[src/hw/serial_adc_defs.vh]
// Constants for the serial converter instruction interface.
`ifndef SERIAL_ADC_DEFS_VH
`define SERIAL_ADC_DEFS_VH
`define LEN_8_NOSIGN      5'h08
`define LEN_8_SIGN        5'h09
`define LEN_12_NOSIGN     5'h0c
`define LEN_12_SIGN       5'h0d
`define LEN_16_NOSIGN     5'h10
`define LEN_16_SIGN       5'h11
`define FMT_8             2'h0
`define FMT_12            2'h1
`define FMT_16            2'h2
`define ACQ_DEFAULT       2'h1
`define CONV_CYCLES       8'h28
`define ACQ_BASE          8'h04
`define ACQ_EXTRA         8'h01
`define INS_BITS          5'h08
`define INS_TEST_MODE     8'hf1
`define INS_TEST_MASK     8'hf1
`define INS_USER_MODE     8'hf0
`define INS_RESET_A       8'h70
`define INS_RESET_B       8'h50
`define INS_RESET_C       8'hd0
`define INS_POWER_UP      8'h50
`define INS_POWER_DOWN    8'hd0
`define INS_SIGN_MASK     8'hfe
`define INS_SIGN          8'hb0
`define INS_ACQ_MASK      8'hfc
`define INS_ACQ           8'h70
`define INS_STATUS        8'h30
`define INS_CONV_BIT      4
`define INS_SIGN_BIT      0
`define STAT_TEST_BIT     8
`endif

[src/hw/serial_adc_instruction_interface.v]
// Device-side instruction decoder, mode state and conversion sequencing.
`timescale 1ns/10ps
`include "serial_adc_defs.vh"
module serial_adc_instruction_interface (
  input  wire        clk_in,
  input  wire        rst_n_in,
  input  wire        chip_select_n_in,
  input  wire        serial_clock_in,
  input  wire        serial_instruction_in,
  input  wire        powerdown_pin_in,
  input  wire        conv_n_in,
  input  wire [11:0] converter_magnitude_in,
  input  wire        converter_input_two_greater_in,
  output reg         serial_data_out,
  output reg         serial_data_oe_out,
  output reg  [3:0]  mux_select_out,
  output reg         mux_single_ended_out,
  output reg         converter_enable_out,
  output reg         conversion_busy_out,
  output reg         end_of_conversion_n_out,
  output reg  [7:0]  analog_channel_pins_oe_out,
  output reg  [1:0]  acquisition_sel_out,
  output reg         test_mode_out
);
  localparam ST_IDLE = 3'b001;
  localparam ST_ACQ  = 3'b010;
  localparam ST_CONV = 3'b100;

  reg  [2:0]  cs_sync_r;
  reg  [2:0]  sck_sync_r;
  reg  [1:0]  din_sync_r;
  reg  [1:0]  pd_sync_r;
  reg  [1:0]  conv_sync_r;
  reg         pd_prev_r;
  reg         sw_pd_r;
  reg         sign_on_r;
  reg         msb_first_r;
  reg  [1:0]  fmt_r;
  reg  [1:0]  pend_fmt_r;
  reg         pend_msb_r;
  reg         cur_sign_r;
  reg  [1:0]  cur_fmt_r;
  reg         cur_msb_r;
  reg         status_pend_r;
  reg         status_next_r;
  reg  [12:0] result_r;
  reg         result_valid_r;
  reg  [2:0]  state_r;
  reg  [7:0]  cnt_r;
  wire        cs_n;
  wire        frame_start;
  wire        sck_rise;
  wire        sck_fall;
  wire [7:0]  instr;
  wire        done;
  wire        dout;
  wire        powered_down;
  wire [4:0]  word_len;
  wire [8:0]  status_word;
  reg  [16:0] load_word;
  reg  [4:0]  rise_cnt_r;
  wire        cs_rise;
  wire        short_done;
  wire        decode;
  wire        read_only;

  function [4:0] len_of;
    input [1:0] fmt;
    input       sign;
    begin
      if (fmt == `FMT_8) begin
        len_of = sign ? `LEN_8_SIGN : `LEN_8_NOSIGN;
      end else if (fmt == `FMT_16) begin
        len_of = sign ? `LEN_16_SIGN : `LEN_16_NOSIGN;
      end else begin
        len_of = sign ? `LEN_12_SIGN : `LEN_12_NOSIGN;
      end
    end
  endfunction

  // Acquisition lasts 6, 10, 18 or 34 clocks for the four settings; the count
  // is loaded one short because the count of zero is a cycle of its own.
  function [7:0] acq_count;
    input [1:0] sel;
    begin
      acq_count = (`ACQ_BASE << sel) + `ACQ_EXTRA;
    end
  endfunction

  // Select, clock, data, power-down and conversion pins come from the host's
  // domain and pass two flip-flops before any logic reads them.
  always @(posedge clk_in) begin
    if (!rst_n_in) begin
      cs_sync_r   <= 3'b111;
      sck_sync_r  <= 3'b000;
      din_sync_r  <= 2'b00;
      pd_sync_r   <= 2'b00;
      conv_sync_r <= 2'b11;
    end else begin
      cs_sync_r   <= {cs_sync_r[1:0], chip_select_n_in};
      sck_sync_r  <= {sck_sync_r[1:0], serial_clock_in};
      din_sync_r  <= {din_sync_r[0], serial_instruction_in};
      pd_sync_r   <= {pd_sync_r[0], powerdown_pin_in};
      conv_sync_r <= {conv_sync_r[0], conv_n_in};
    end
  end

  // Counts rises within a strobed frame, so that a frame cut short after the
  // instruction bits still delivers its instruction when select goes high.
  always @(posedge clk_in) begin
    if (!rst_n_in) begin
      rise_cnt_r <= 5'h00;
    end else if (frame_start || done) begin
      rise_cnt_r <= 5'h00;
    end else if (sck_rise && rise_cnt_r < `INS_BITS) begin
      rise_cnt_r <= rise_cnt_r + 5'h01;
    end
  end

  // Clock edges count only while select is low.
  assign cs_n         = cs_sync_r[1];
  assign frame_start  = cs_sync_r[2] & ~cs_sync_r[1];
  assign sck_rise     = ~cs_n & sck_sync_r[1] & ~sck_sync_r[2];
  assign sck_fall     = ~cs_n & ~sck_sync_r[1] & sck_sync_r[2];
  assign cs_rise      = cs_sync_r[1] & ~cs_sync_r[2];
  assign short_done   = cs_rise & (rise_cnt_r >= `INS_BITS);
  assign decode       = done | short_done;
  assign read_only    = conv_sync_r[1];
  assign powered_down = sw_pd_r | pd_sync_r[1];
  assign word_len     = len_of(cur_fmt_r, cur_sign_r);
  // Status from the top bit down: test mode, MSB first, sign, 16/17, 12/13,
  // 8/9, calibration busy (never here), power down, power up in progress.
  assign status_word  = {test_mode_out,
                         msb_first_r,
                         sign_on_r,
                         fmt_r == `FMT_16,
                         fmt_r == `FMT_12,
                         fmt_r == `FMT_8,
                         1'b0,
                         powered_down,
                         1'b0};

  // The word shifted out next: status if it was asked for, else the last result
  // in the current format; an aborted conversion leaves zeros.
  always @* begin
    load_word = 17'h00000;
    if (status_next_r) begin
      load_word[8:0] = status_word;
    end else if (!result_valid_r) begin
      load_word = 17'h00000;
    end else if (cur_fmt_r == `FMT_8) begin
      load_word[8:0] = {result_r[12], result_r[11:4]};
      if (!cur_sign_r) load_word[8] = 1'b0;
    end else if (cur_fmt_r == `FMT_16) begin
      load_word = {{5{result_r[12]}}, result_r[11:0]};
      if (!cur_sign_r) load_word[16] = 1'b0;
    end else begin
      load_word[12:0] = result_r;
      if (!cur_sign_r) load_word[12] = 1'b0;
    end
  end

  serial_adc_shifter shifter (
    .clk_in         (clk_in),
    .rst_n_in       (rst_n_in),
    .frame_start_in (frame_start),
    .sclk_rise_in   (sck_rise),
    .sclk_fall_in   (sck_fall),
    .din_in         (din_sync_r[1]),
    .word_len_in    (word_len),
    .load_word_in   (load_word),
    .msb_first_in   (cur_msb_r),
    .instr_out      (instr),
    .done_out       (done),
    .dout_out       (dout)
  );

  // The data pin is driven only while the frame is selected.
  always @(posedge clk_in) begin
    if (!rst_n_in) begin
      serial_data_out    <= 1'b0;
      serial_data_oe_out <= 1'b0;
    end else begin
      serial_data_out    <= dout;
      serial_data_oe_out <= ~cs_n;
    end
  end

  // Mode, power and conversion sequencing. An instruction acts once per exchange,
  // at the last counted clock or when a short strobed frame ends.
  always @(posedge clk_in) begin
    if (!rst_n_in) begin
      sw_pd_r        <= 1'b0;
      pd_prev_r      <= 1'b0;
      sign_on_r      <= 1'b1;
      msb_first_r    <= 1'b1;
      fmt_r          <= `FMT_12;
      pend_fmt_r     <= `FMT_12;
      pend_msb_r     <= 1'b1;
      cur_sign_r     <= 1'b1;
      cur_fmt_r      <= `FMT_12;
      cur_msb_r      <= 1'b1;
      status_pend_r  <= 1'b0;
      status_next_r  <= 1'b0;
      result_r       <= 13'h0000;
      result_valid_r <= 1'b1;
      state_r        <= ST_IDLE;
      cnt_r          <= 8'h00;
      mux_select_out <= 4'h0;
      mux_single_ended_out <= 1'b0;
      acquisition_sel_out  <= `ACQ_DEFAULT;
      test_mode_out  <= 1'b0;
    end else begin
      pd_prev_r <= pd_sync_r[1];
      // A software power down is lifted by the pin going high and then low.
      if (pd_prev_r && !pd_sync_r[1]) begin
        sw_pd_r <= 1'b0;
      end
      // A strobed select falling during a conversion cuts it short.
      if (frame_start) begin
        status_next_r <= status_pend_r;
        status_pend_r <= 1'b0;
        if (state_r != ST_IDLE) begin
          state_r        <= ST_IDLE;
          result_valid_r <= 1'b0;
        end
      end
      // Acquisition counts down, then the conversion; power down at any point
      // drops the conversion and marks the result invalid.
      case (state_r)
        ST_ACQ: begin
          if (powered_down) begin
            state_r <= ST_IDLE;
            result_valid_r <= 1'b0;
          end else if (cnt_r == 8'h00) begin
            state_r <= ST_CONV;
            cnt_r   <= `CONV_CYCLES;
          end else begin
            cnt_r <= cnt_r - 8'h01;
          end
        end
        ST_CONV: begin
          if (powered_down) begin
            state_r        <= ST_IDLE;
            result_valid_r <= 1'b0;
          end else if (cnt_r == 8'h00) begin
            state_r        <= ST_IDLE;
            result_valid_r <= 1'b1;
            result_r <= {converter_input_two_greater_in, converter_magnitude_in};
          end else begin
            cnt_r <= cnt_r - 8'h01;
          end
        end
        default: begin
          state_r <= ST_IDLE;
        end
      endcase
      if (decode) begin
        cur_fmt_r     <= pend_fmt_r;
        cur_msb_r     <= pend_msb_r;
        cur_sign_r    <= sign_on_r;
        status_next_r <= 1'b0;
        if (test_mode_out) begin
          if (instr == `INS_USER_MODE) begin
            test_mode_out <= 1'b0;
          end else if (instr == `INS_STATUS) begin
            status_pend_r <= 1'b1;
            status_next_r <= 1'b1;
          end
        end else if ((instr & `INS_TEST_MASK) == `INS_TEST_MODE) begin
          test_mode_out <= 1'b1;
        end else if (!instr[`INS_CONV_BIT]) begin
          if (read_only) begin
          end else if (!powered_down) begin
            // The new format sets the length of the very next exchange.
            mux_select_out       <= instr[3:0];
            mux_single_ended_out <= instr[1];
            fmt_r       <= {instr[7], instr[6]};
            pend_fmt_r  <= {instr[7], instr[6]};
            cur_fmt_r   <= {instr[7], instr[6]};
            msb_first_r <= ~instr[5];
            pend_msb_r  <= ~instr[5];
            cur_msb_r   <= ~instr[5];
            state_r     <= ST_ACQ;
            cnt_r       <= acq_count(acquisition_sel_out);
          end
        end else if (instr == `INS_POWER_UP) begin
          sw_pd_r <= 1'b0;
        end else if (instr == `INS_POWER_DOWN) begin
          sw_pd_r <= 1'b1;
        end else if ((instr & `INS_SIGN_MASK) == `INS_SIGN) begin
          sign_on_r <= ~instr[`INS_SIGN_BIT];
          cur_sign_r <= ~instr[`INS_SIGN_BIT];
        end else if ((instr & `INS_ACQ_MASK) == `INS_ACQ) begin
          acquisition_sel_out <= instr[1:0];
        end else if (instr == `INS_STATUS) begin
          status_pend_r <= 1'b1;
          status_next_r <= 1'b1;
        end
      end
    end
  end

  // Pin-side status outputs follow the internal state one cycle later.
  always @(posedge clk_in) begin
    if (!rst_n_in) begin
      converter_enable_out       <= 1'b1;
      conversion_busy_out        <= 1'b0;
      end_of_conversion_n_out    <= 1'b1;
      analog_channel_pins_oe_out <= 8'h00;
    end else begin
      converter_enable_out       <= ~powered_down;
      conversion_busy_out        <= (state_r != ST_IDLE);
      end_of_conversion_n_out    <= (state_r == ST_IDLE);
      analog_channel_pins_oe_out <= {8{test_mode_out}};
    end
  end
endmodule // serial_adc_instruction_interface

[src/hw/serial_adc_shifter.v]
// Serial shift engine: bit counting, instruction capture and result output.
`timescale 1ns/10ps
module serial_adc_shifter (
  input  wire        clk_in,
  input  wire        rst_n_in,
  input  wire        frame_start_in,
  input  wire        sclk_rise_in,
  input  wire        sclk_fall_in,
  input  wire        din_in,
  input  wire [4:0]  word_len_in,
  input  wire [16:0] load_word_in,
  input  wire        msb_first_in,
  output reg  [7:0]  instr_out,
  output reg         done_out,
  output reg         dout_out
);
  reg  [4:0]  bit_cnt_r;
  reg  [16:0] shift_r;
  always @(posedge clk_in) begin
    done_out <= 1'b0;
    if (!rst_n_in) begin
      bit_cnt_r <= 5'h00;
      shift_r   <= 17'h00000;
      instr_out <= 8'h00;
      dout_out  <= 1'b0;
    end else if (frame_start_in) begin
      bit_cnt_r <= 5'h00;
      shift_r   <= load_word_in;
      dout_out  <= msb_first_in ? load_word_in[word_len_in - 5'h01] : load_word_in[0];
    end else if (sclk_rise_in) begin
      if (bit_cnt_r < 5'h08) begin
        instr_out[bit_cnt_r[2:0]] <= din_in;
      end
      if (bit_cnt_r == word_len_in - 5'h01) begin
        bit_cnt_r <= 5'h00;
        done_out  <= 1'b1;
        shift_r   <= load_word_in;
      end else begin
        bit_cnt_r <= bit_cnt_r + 5'h01;
      end
    end else if (sclk_fall_in && bit_cnt_r != 5'h00) begin
      dout_out <= msb_first_in ? shift_r[word_len_in - 5'h01 - bit_cnt_r]
                               : shift_r[bit_cnt_r];
    end else if (sclk_fall_in) begin
      shift_r  <= load_word_in;
      dout_out <= msb_first_in ? load_word_in[word_len_in - 5'h01] : load_word_in[0];
    end
  end
endmodule // serial_adc_shifter
[config.mk]
export PLATFORM = sky130hd
export DESIGN_NAME = serial_adc_instruction_interface
export DESIGN_NICKNAME = d
export VERILOG_FILES = /design/src/hw/serial_adc_instruction_interface.v /design/src/hw/serial_adc_shifter.v
export VERILOG_INCLUDE_DIRS = /design/src /design/src/hw
export SDC_FILE = /design/constraint.sdc
export NUM_CORES = 1
export LEC_CHECK = 0
export BUFFER_PORTS_ARGS = -buffer_cell sky130_fd_sc_hd__clkbuf_2
export CORE_ASPECT_RATIO = 0.6
export CORE_UTILIZATION = 54
export CTS_BUF_LIST = sky130_fd_sc_hd__clkbuf_16
export CTS_CLUSTER_SIZE = 25
export DETAILED_ROUTE_END_ITERATION = 8
export PLACE_DENSITY = 0.76
export SLEW_MARGIN = 10
export SYNTH_ARGS = -nofsm -noshare
export SYNTH_HDL_FRONTEND = slang
export SYNTH_SLANG_ARGS = --single-unit
[constraint.sdc]
create_clock -name clk_in -period 2.9 [get_ports clk_in]
set_input_delay 0.58 -clock clk_in [delete_from_list [all_inputs] [get_ports clk_in]]
set_output_delay 0.58 -clock clk_in [all_outputs]
set_load 0.02 [all_outputs]
==> results of run 1 <==
## state kept, by name, summed over array words and instances, names as in the netlist, 2 cells and up
| signal | count |
|---|---|
| shifter.bit_cnt_r | 5 |
| sck_sync_r | 3 |
| acquisition_sel_out | 2 |
| rise_cnt_r | 5 |
| mux_select_out | 4 |
| pd_sync_r | 2 |
| cnt_r | 8 |
| result_r | 13 |
| fmt_r | 2 |
| conv_sync_r | 2 |
| shifter.instr_out | 8 |
| state_r | 3 |
| cs_sync_r | 3 |
| shifter.shift_r | 15 |
| din_sync_r | 2 |
## cell usage in the layout (no fill, tap or decap), drive strengths merged, types with 4 or more instances in the layout
cell type	instances
a21boi	5
ha	11
mux2	4
and2	10
xor2	8
a31oi	4
xnor2	6
nor2b	20
mux2i	37
nand2	52
nand4	8
a211oi	8
a21oi	29
mux4	4
nor4	5
o211ai	5
inv	22
a22oi	5
nand3	16
clkinv	4
or3	4
nor4b	4
dfxtp	93
nand2b	19
clkbuf	49
buf	12
nor2	56
o21ai	17
nand3b	7
o311ai	4
nor3	5
## power by group through the flow
stage          logic (mW)  registers, mW  clock network, mW
3_5_place_dp       0.0884           1.33                  0
2_1_floorplan      0.0618           1.33                  0
3_3_place_gp       0.0858           1.33                  0
5_1_grt            0.0988           1.30               1.18
6_report           0.0900           1.30               1.11
4_1_cts            0.0893           1.30               1.12
## stage by stage
stage          power [mW]  area [um2]
2_1_floorplan        1.39        4940
3_3_place_gp         1.41        5110
3_5_place_dp         1.42        5110
4_1_cts              2.51        5390
5_1_grt              2.58        5390
6_report             2.50        5390
## per-layer routing
| layer | vias to the layer above | global-route usage [%] | wire [um] |
|---|---|---|---|
| met2 | 189 | 36.0 | 4800 |
| met4 | 0 | 6.83 | 116 |
| met5 | - | 0 | 0 |
| li1 | 1981 | - | - |
| met1 | 1931 | 38.4 | 5790 |
| met3 | 12 | 5.90 | 966 |
## area by class of cell
class	instances	share of cell area [%]
Multi-Input combinational cell	398	50.9
Sequential cell	93	34.5
Timing Repair Buffer	52	5.45
Clock buffer	9	4.18
Tap cell	112	2.60
Inverter	21	1.46
Clock inverter	6	0.882
## kinds of logic after synthesis
| group | after synthesis | synth area share [%] |
|---|---|---|
| muxes | 45 | 10.2 |
| adders and majority gates | 12 | 3.19 |
| DFF | 93 | 37.7 |
| AOI/OAI and AO/OA | 106 | 15.3 |
| and+or+nand+nor | 221 | 24.3 |
| buffers and inverters | 63 | 6.74 |
| xor gates and xnor gates | 14 | 2.48 |
## path summary, 6_finish.rpt
check	end	startpoint
max reg2reg	shifter.shift_r[7]	fmt_r[0]
min	cs_sync_r[0]	chip_select_n_in
max	shifter.shift_r[7]	fmt_r[0]
min reg2reg	conv_sync_r[1]	conv_sync_r[0]
==> metrics.cfg, run 1 <==
[place]
port_buffers = 40
dp_slack_ns = 0.222
hpwl_mm = 8.47
gp_congestion = 1.02
dpl.cell_count = 676

[timing]
skew_ns = 0.00785
slew-limit-headroom_pct = 50.0
final_max_slew_viol_count = 0
setup_slack_ns = 0.215
finalSetupViolCount = 0
post-route-period-util_pct = 92.6
setup_tns_ns = 0
grt_setup_unrepaired = no
hold_ws_ns = 0.411
fmaxAchievable_ghz = 0.372
worstMarginPinSlew_ns = 0.750
finalCriticalPeriod_ns = 2.69
hold_viol = 0

[logic_synthesis]
syn-num-nets = 586
yosysMostFrequentCell = dfxtp_1
netlist_area_mm2 = 0.00494
async_reset_ff_share_pct = 0
netlist.area_leader.share_pct = 37.7
ys_ff_latch = 93
synth_edf_count = 0
yosysSeqAreaShare_pct = 37.7
synth_top_area_cell = dfxtp_1
synth_cell_types = 79
synth_common_cells = dfxtp_1 (93), nor2_1 (55), nand2_1 (52)
synthCells = 554
synth_area_leaders = dfxtp_1 (38%), mux2i_1 (7.5%), nor2_1 (4.2%)
syn_area_per_cell_um2 = 8.91
synth_ff_type = dfxtp_1
ys_warn_count = 0

[floorplanning]
die_x_um = 125
die_height_um = 76.1
dieArea_mm2 = 0.00954
floorplan.initialDensity_pct = 56.8
io-pin-count = 41
rows = 26
core-area_mm2 = 0.00869

[route]
ant_nets = 0
drt-initial-drc-count = 381
dr.pass1.iters = 7
via_per_inst = 5.95
routedWlPerCell_um = 16.9
dr_total_vias = 4113
drc = 0
wl_mm = 11.7

[clock_tree]
clk_latency_ns = 0.35
cts_inserted_buffers = 9
cts_buffer_depth = 2
cts_root_buffer = clkbuf_16
h-tree-depth = 3
cts_resized = 0
path_clk_slew_ns = 0.06
cts.sinks = 93
cts_tree = done
cts_hold_buf = 0
postCtsSetupRepairBufs = 0

[power_and_ir_drop]
power_frac_seq_pct = 52.1
intPower_mw = 1.91
power.share.clock_pct = 44.3
total_leakage_power_nw = 2.19
ir_drop_v = 0.000306
combinationalPowerShare_pct = 3.6
switching_share_pct = 23.5
p_per_area_mw_per_mm2 = 463
p_sw_uw = 586

[worst_setup_path]
cp_slowest_cell = ha_1
cp-start-kind = register
cpPeakStageDelay_ns = 0.33
critical_path_class = reg2reg
worst-path-stages = 11
crit_buf_inv = 3
cp_max_fo = 21
critPathCaptureType = register
worstPathCellList = buf_4 > and2b_1 > xor2_1 > inv_1 > ha_1 > and4_1 > nand4b_1 > a21oi_4 > buf_6 > nor2_1 > a311oi_2
critical-path-top-delay-family = simple AND/OR/NAND/NOR gates
arrival_ns = 2.94
reg2reg_slack_ns = 0.21
reg2regPathDepth = 11
crit_required_ns = 3.16

[flow_run]
maxCapViolations = 0

[global_route]
first_global_vias = 3725
globalRouteOverflowTotal = 0
grt_max_degree = 35
grt_pass1_wl_mm = 19.2
antenna_found_initial = 0
grt_usage_pct = 25.5

[final_layout]
multi_input_area_mm2 = 0.00274
diodes = 0
area_delta_synth_final_pct = 9.17
final-seq-area_mm2 = 0.00186
final_nets = 607
final_core_utilization_pct = 62.1
drive_gt1_share_pct = 16.1
fin_cells = 691
fill_cells = 731

[min_path]
hold_path.class = in2reg
holdPathStages = 2

[run_status]
status = finished clean

Note: power is estimated with default switching activity, not from simulation.
==> run 2, diff against run 1 <==
--- a/config.mk
+++ b/config.mk
@@ -7,7 +7,6 @@
 export NUM_CORES = 1
 export LEC_CHECK = 0
 export BUFFER_PORTS_ARGS = -buffer_cell sky130_fd_sc_hd__clkbuf_2
-export CORE_ASPECT_RATIO = 0.6
 export CORE_UTILIZATION = 54
 export CTS_BUF_LIST = sky130_fd_sc_hd__clkbuf_16
 export CTS_CLUSTER_SIZE = 25
==> run 2 against run 1 <==
The flow now finishes with violations (design-rule violations). Worst hold slack better by 0.0037 ns. Critical path depth unchanged. Design area is 1.6% higher. Highest routed layer unchanged.
==> metrics.cfg, run 2 (synthesized netlist as in run 1, its figures left out) <==
[worst_setup_path]
cp-start-kind = register
crit_required_ns = 3.18
worstPathCellList = buf_4 > and2b_1 > xor2_1 > inv_1 > ha_1 > and4_1 > nand4b_1 > a21oi_4 > buf_4 > mux2_2 > nor2_1
r2r-start = fmt_r[0]
reg2regPathDepth = 11
critPathCaptureType = register
cpPeakStageDelay_ns = 0.33
reg2reg_to = shifter.shift_r[15]
arrival_ns = 2.99
cp_slowest_cell = ha_1
critical_path_class = reg2reg
cp_max_fo = 11
cp_common_cell = buf_4
crit_buf_inv = 3
critical-path-top-delay-family = simple AND/OR/NAND/NOR gates
reg2reg_slack_ns = 0.19

[power_and_ir_drop]
power_frac_seq_pct = 48.6
ir_drop_v = 0.000286
intPower_mw = 2.10
combinationalPowerShare_pct = 3.5
p_sw_uw = 580
total_leakage_power_nw = 2.24
p_per_area_mw_per_mm2 = 489
power.share.clock_pct = 47.9
switching_share_pct = 21.7

[route]
dr.pass1.iters = 6
drt-initial-drc-count = 275
dr_total_vias = 4158
routedWlPerCell_um = 16.8
wl_mm = 11.6
via_per_inst = 6.00
drc = 2
ant_nets = 0

[clock_tree]
cts_root_buffer = clkbuf_16
h-tree-depth = 3
clk_latency_ns = 0.34
cts_hold_buf = 0
cts.sinks = 93
path_clk_slew_ns = 0.07
cts_tree = done
cts_resized = 0
cts_buffer_depth = 2
cts_inserted_buffers = 9

[global_route]
grt_max_degree = 35
antenna_found_initial = 0
grt_pass1_wl_mm = 19.4
first_global_vias = 3896
globalRouteOverflowTotal = 0
grt_usage_pct = 25.5

[run_status]
status = finished, violations left
violations = design-rule violations

[min_path]
min-delay-start = conv_n_in
holdPathStages = 2
hold_path.class = in2reg
holdPathEnd = conv_sync_r[0]

[timing]
fmaxAchievable_ghz = 0.369
slew-limit-headroom_pct = 49.2
hold_ws_ns = 0.415
finalSetupViolCount = 0
skew_ns = 0.00644
worstMarginPinSlew_ns = 0.762
hold_viol = 0
setup_tns_ns = 0
grt_setup_unrepaired = no
post-route-period-util_pct = 93.4
final_max_slew_viol_count = 0
finalCriticalPeriod_ns = 2.71

[final_layout]
final_core_utilization_pct = 62.2
drive_gt1_share_pct = 16.9
final_cell_mix = dfxtp_1 (93), nor2_1 (55), nand2_1 (52)
top_regs = shifter.shift_r: 15 flops, result_r: 13 flops
final_nets = 612
largest_register_ffs = 15
final-seq-area_mm2 = 0.00186
diodes = 0
fill_cells = 724
multi_input_area_mm2 = 0.00274
final_common_cell = dfxtp_1
area_delta_synth_final_pct = 10.9
top_register = shifter.shift_r

[floorplanning]
rows = 34
die_height_um = 97.6
io-pin-count = 41
dieArea_mm2 = 0.00953
floorplan.initialDensity_pct = 56.1
core-area_mm2 = 0.00881
die_x_um = 97.6

[flow_run]
maxCapViolations = 0

[place]
gp_congestion = 0.889
port_buffers = 40
hpwl_mm = 8.36

==> run 2: worst max-delay path by stage <==
| stage | start | end | slack, ns | cells past startpoint |
|---|---|---|---|---|
| 3_5_place_dp | fmt_r[0] | shifter.shift_r[1] | 0.18 | 11 |
| 5_1_grt | cur_sign_r | shifter.shift_r[15] | 0.01 | 11 |
| 3_3_place_gp | fmt_r[0] | shifter.shift_r[2] | 0.28 | 11 |
| 6_report | fmt_r[0] | shifter.shift_r[15] | 0.19 | 11 |
| 4_1_cts | fmt_r[0] | shifter.shift_r[1] | 0.16 | 11 |
| 2_1_floorplan | cur_sign_r | shifter.dout_out | 0.01 | 12 |
==> run 2: area by class of cell <==
cell class	instances	area share, %
Clock buffer	9	4.11
Clock inverter	7	1.90
Inverter	21	1.44
Multi-Input combinational cell	398	50.1
Sequential cell	93	34.0
Tap cell	108	2.47
Timing Repair Buffer	57	5.99
==> run 2: power by group through the flow <==
stage                     Clock [mW]  Combinational [mW]  Sequential (mW)
after detailed placement           0              0.0892             1.33
after floorplan                    0              0.0618             1.33
after global placement             0              0.0865             1.33
after global routing            1.36               0.101             1.30
after CTS                       1.30              0.0897             1.30
final                           1.28              0.0928             1.30
==> run 2: worst reg2reg max path, stage by stage (launching register included) <==
cell	delay [ns]
dfxtp_1	0.31
buf_4	0.16
and2b_1	0.27
xor2_1	0.26
inv_1	0.08
ha_1	0.33
and4_1	0.23
nand4b_1	0.16
a21oi_4	0.25
buf_4	0.18
mux2_2	0.33
nor2_1	0.08
==> run 2: per-stage QoR <==
| step | area, um2 | std cells | worst slack, ns | total power [mW] |
|---|---|---|---|---|
| after floorplan | 4940 | 554 | 0.0120 | 1.39 |
| after global placement | 5120 | 674 | 0.276 | 1.42 |
| after detailed placement | 5120 | 674 | 0.179 | 1.42 |
| after CTS | 5450 | 690 | 0.163 | 2.69 |
| after global routing | 5480 | 693 | 0.0135 | 2.76 |
| final | 5480 | 693 | 0.191 | 2.68 |
==> run 2: per-layer routing <==
layer	routed length, um	up-vias	global-route usage (%)
met1	5360	1981	35.2
li1	-	2004	-
met2	5310	147	39.7
met4	255	0	9.44
met3	702	26	4.82
met5	0	-	0
==> run 2: timing repair <==
action                     in CTS  in global routing
hold endpoints to repair        0                  0
buffers inserted                0                  3
setup endpoints to repair       0                  9
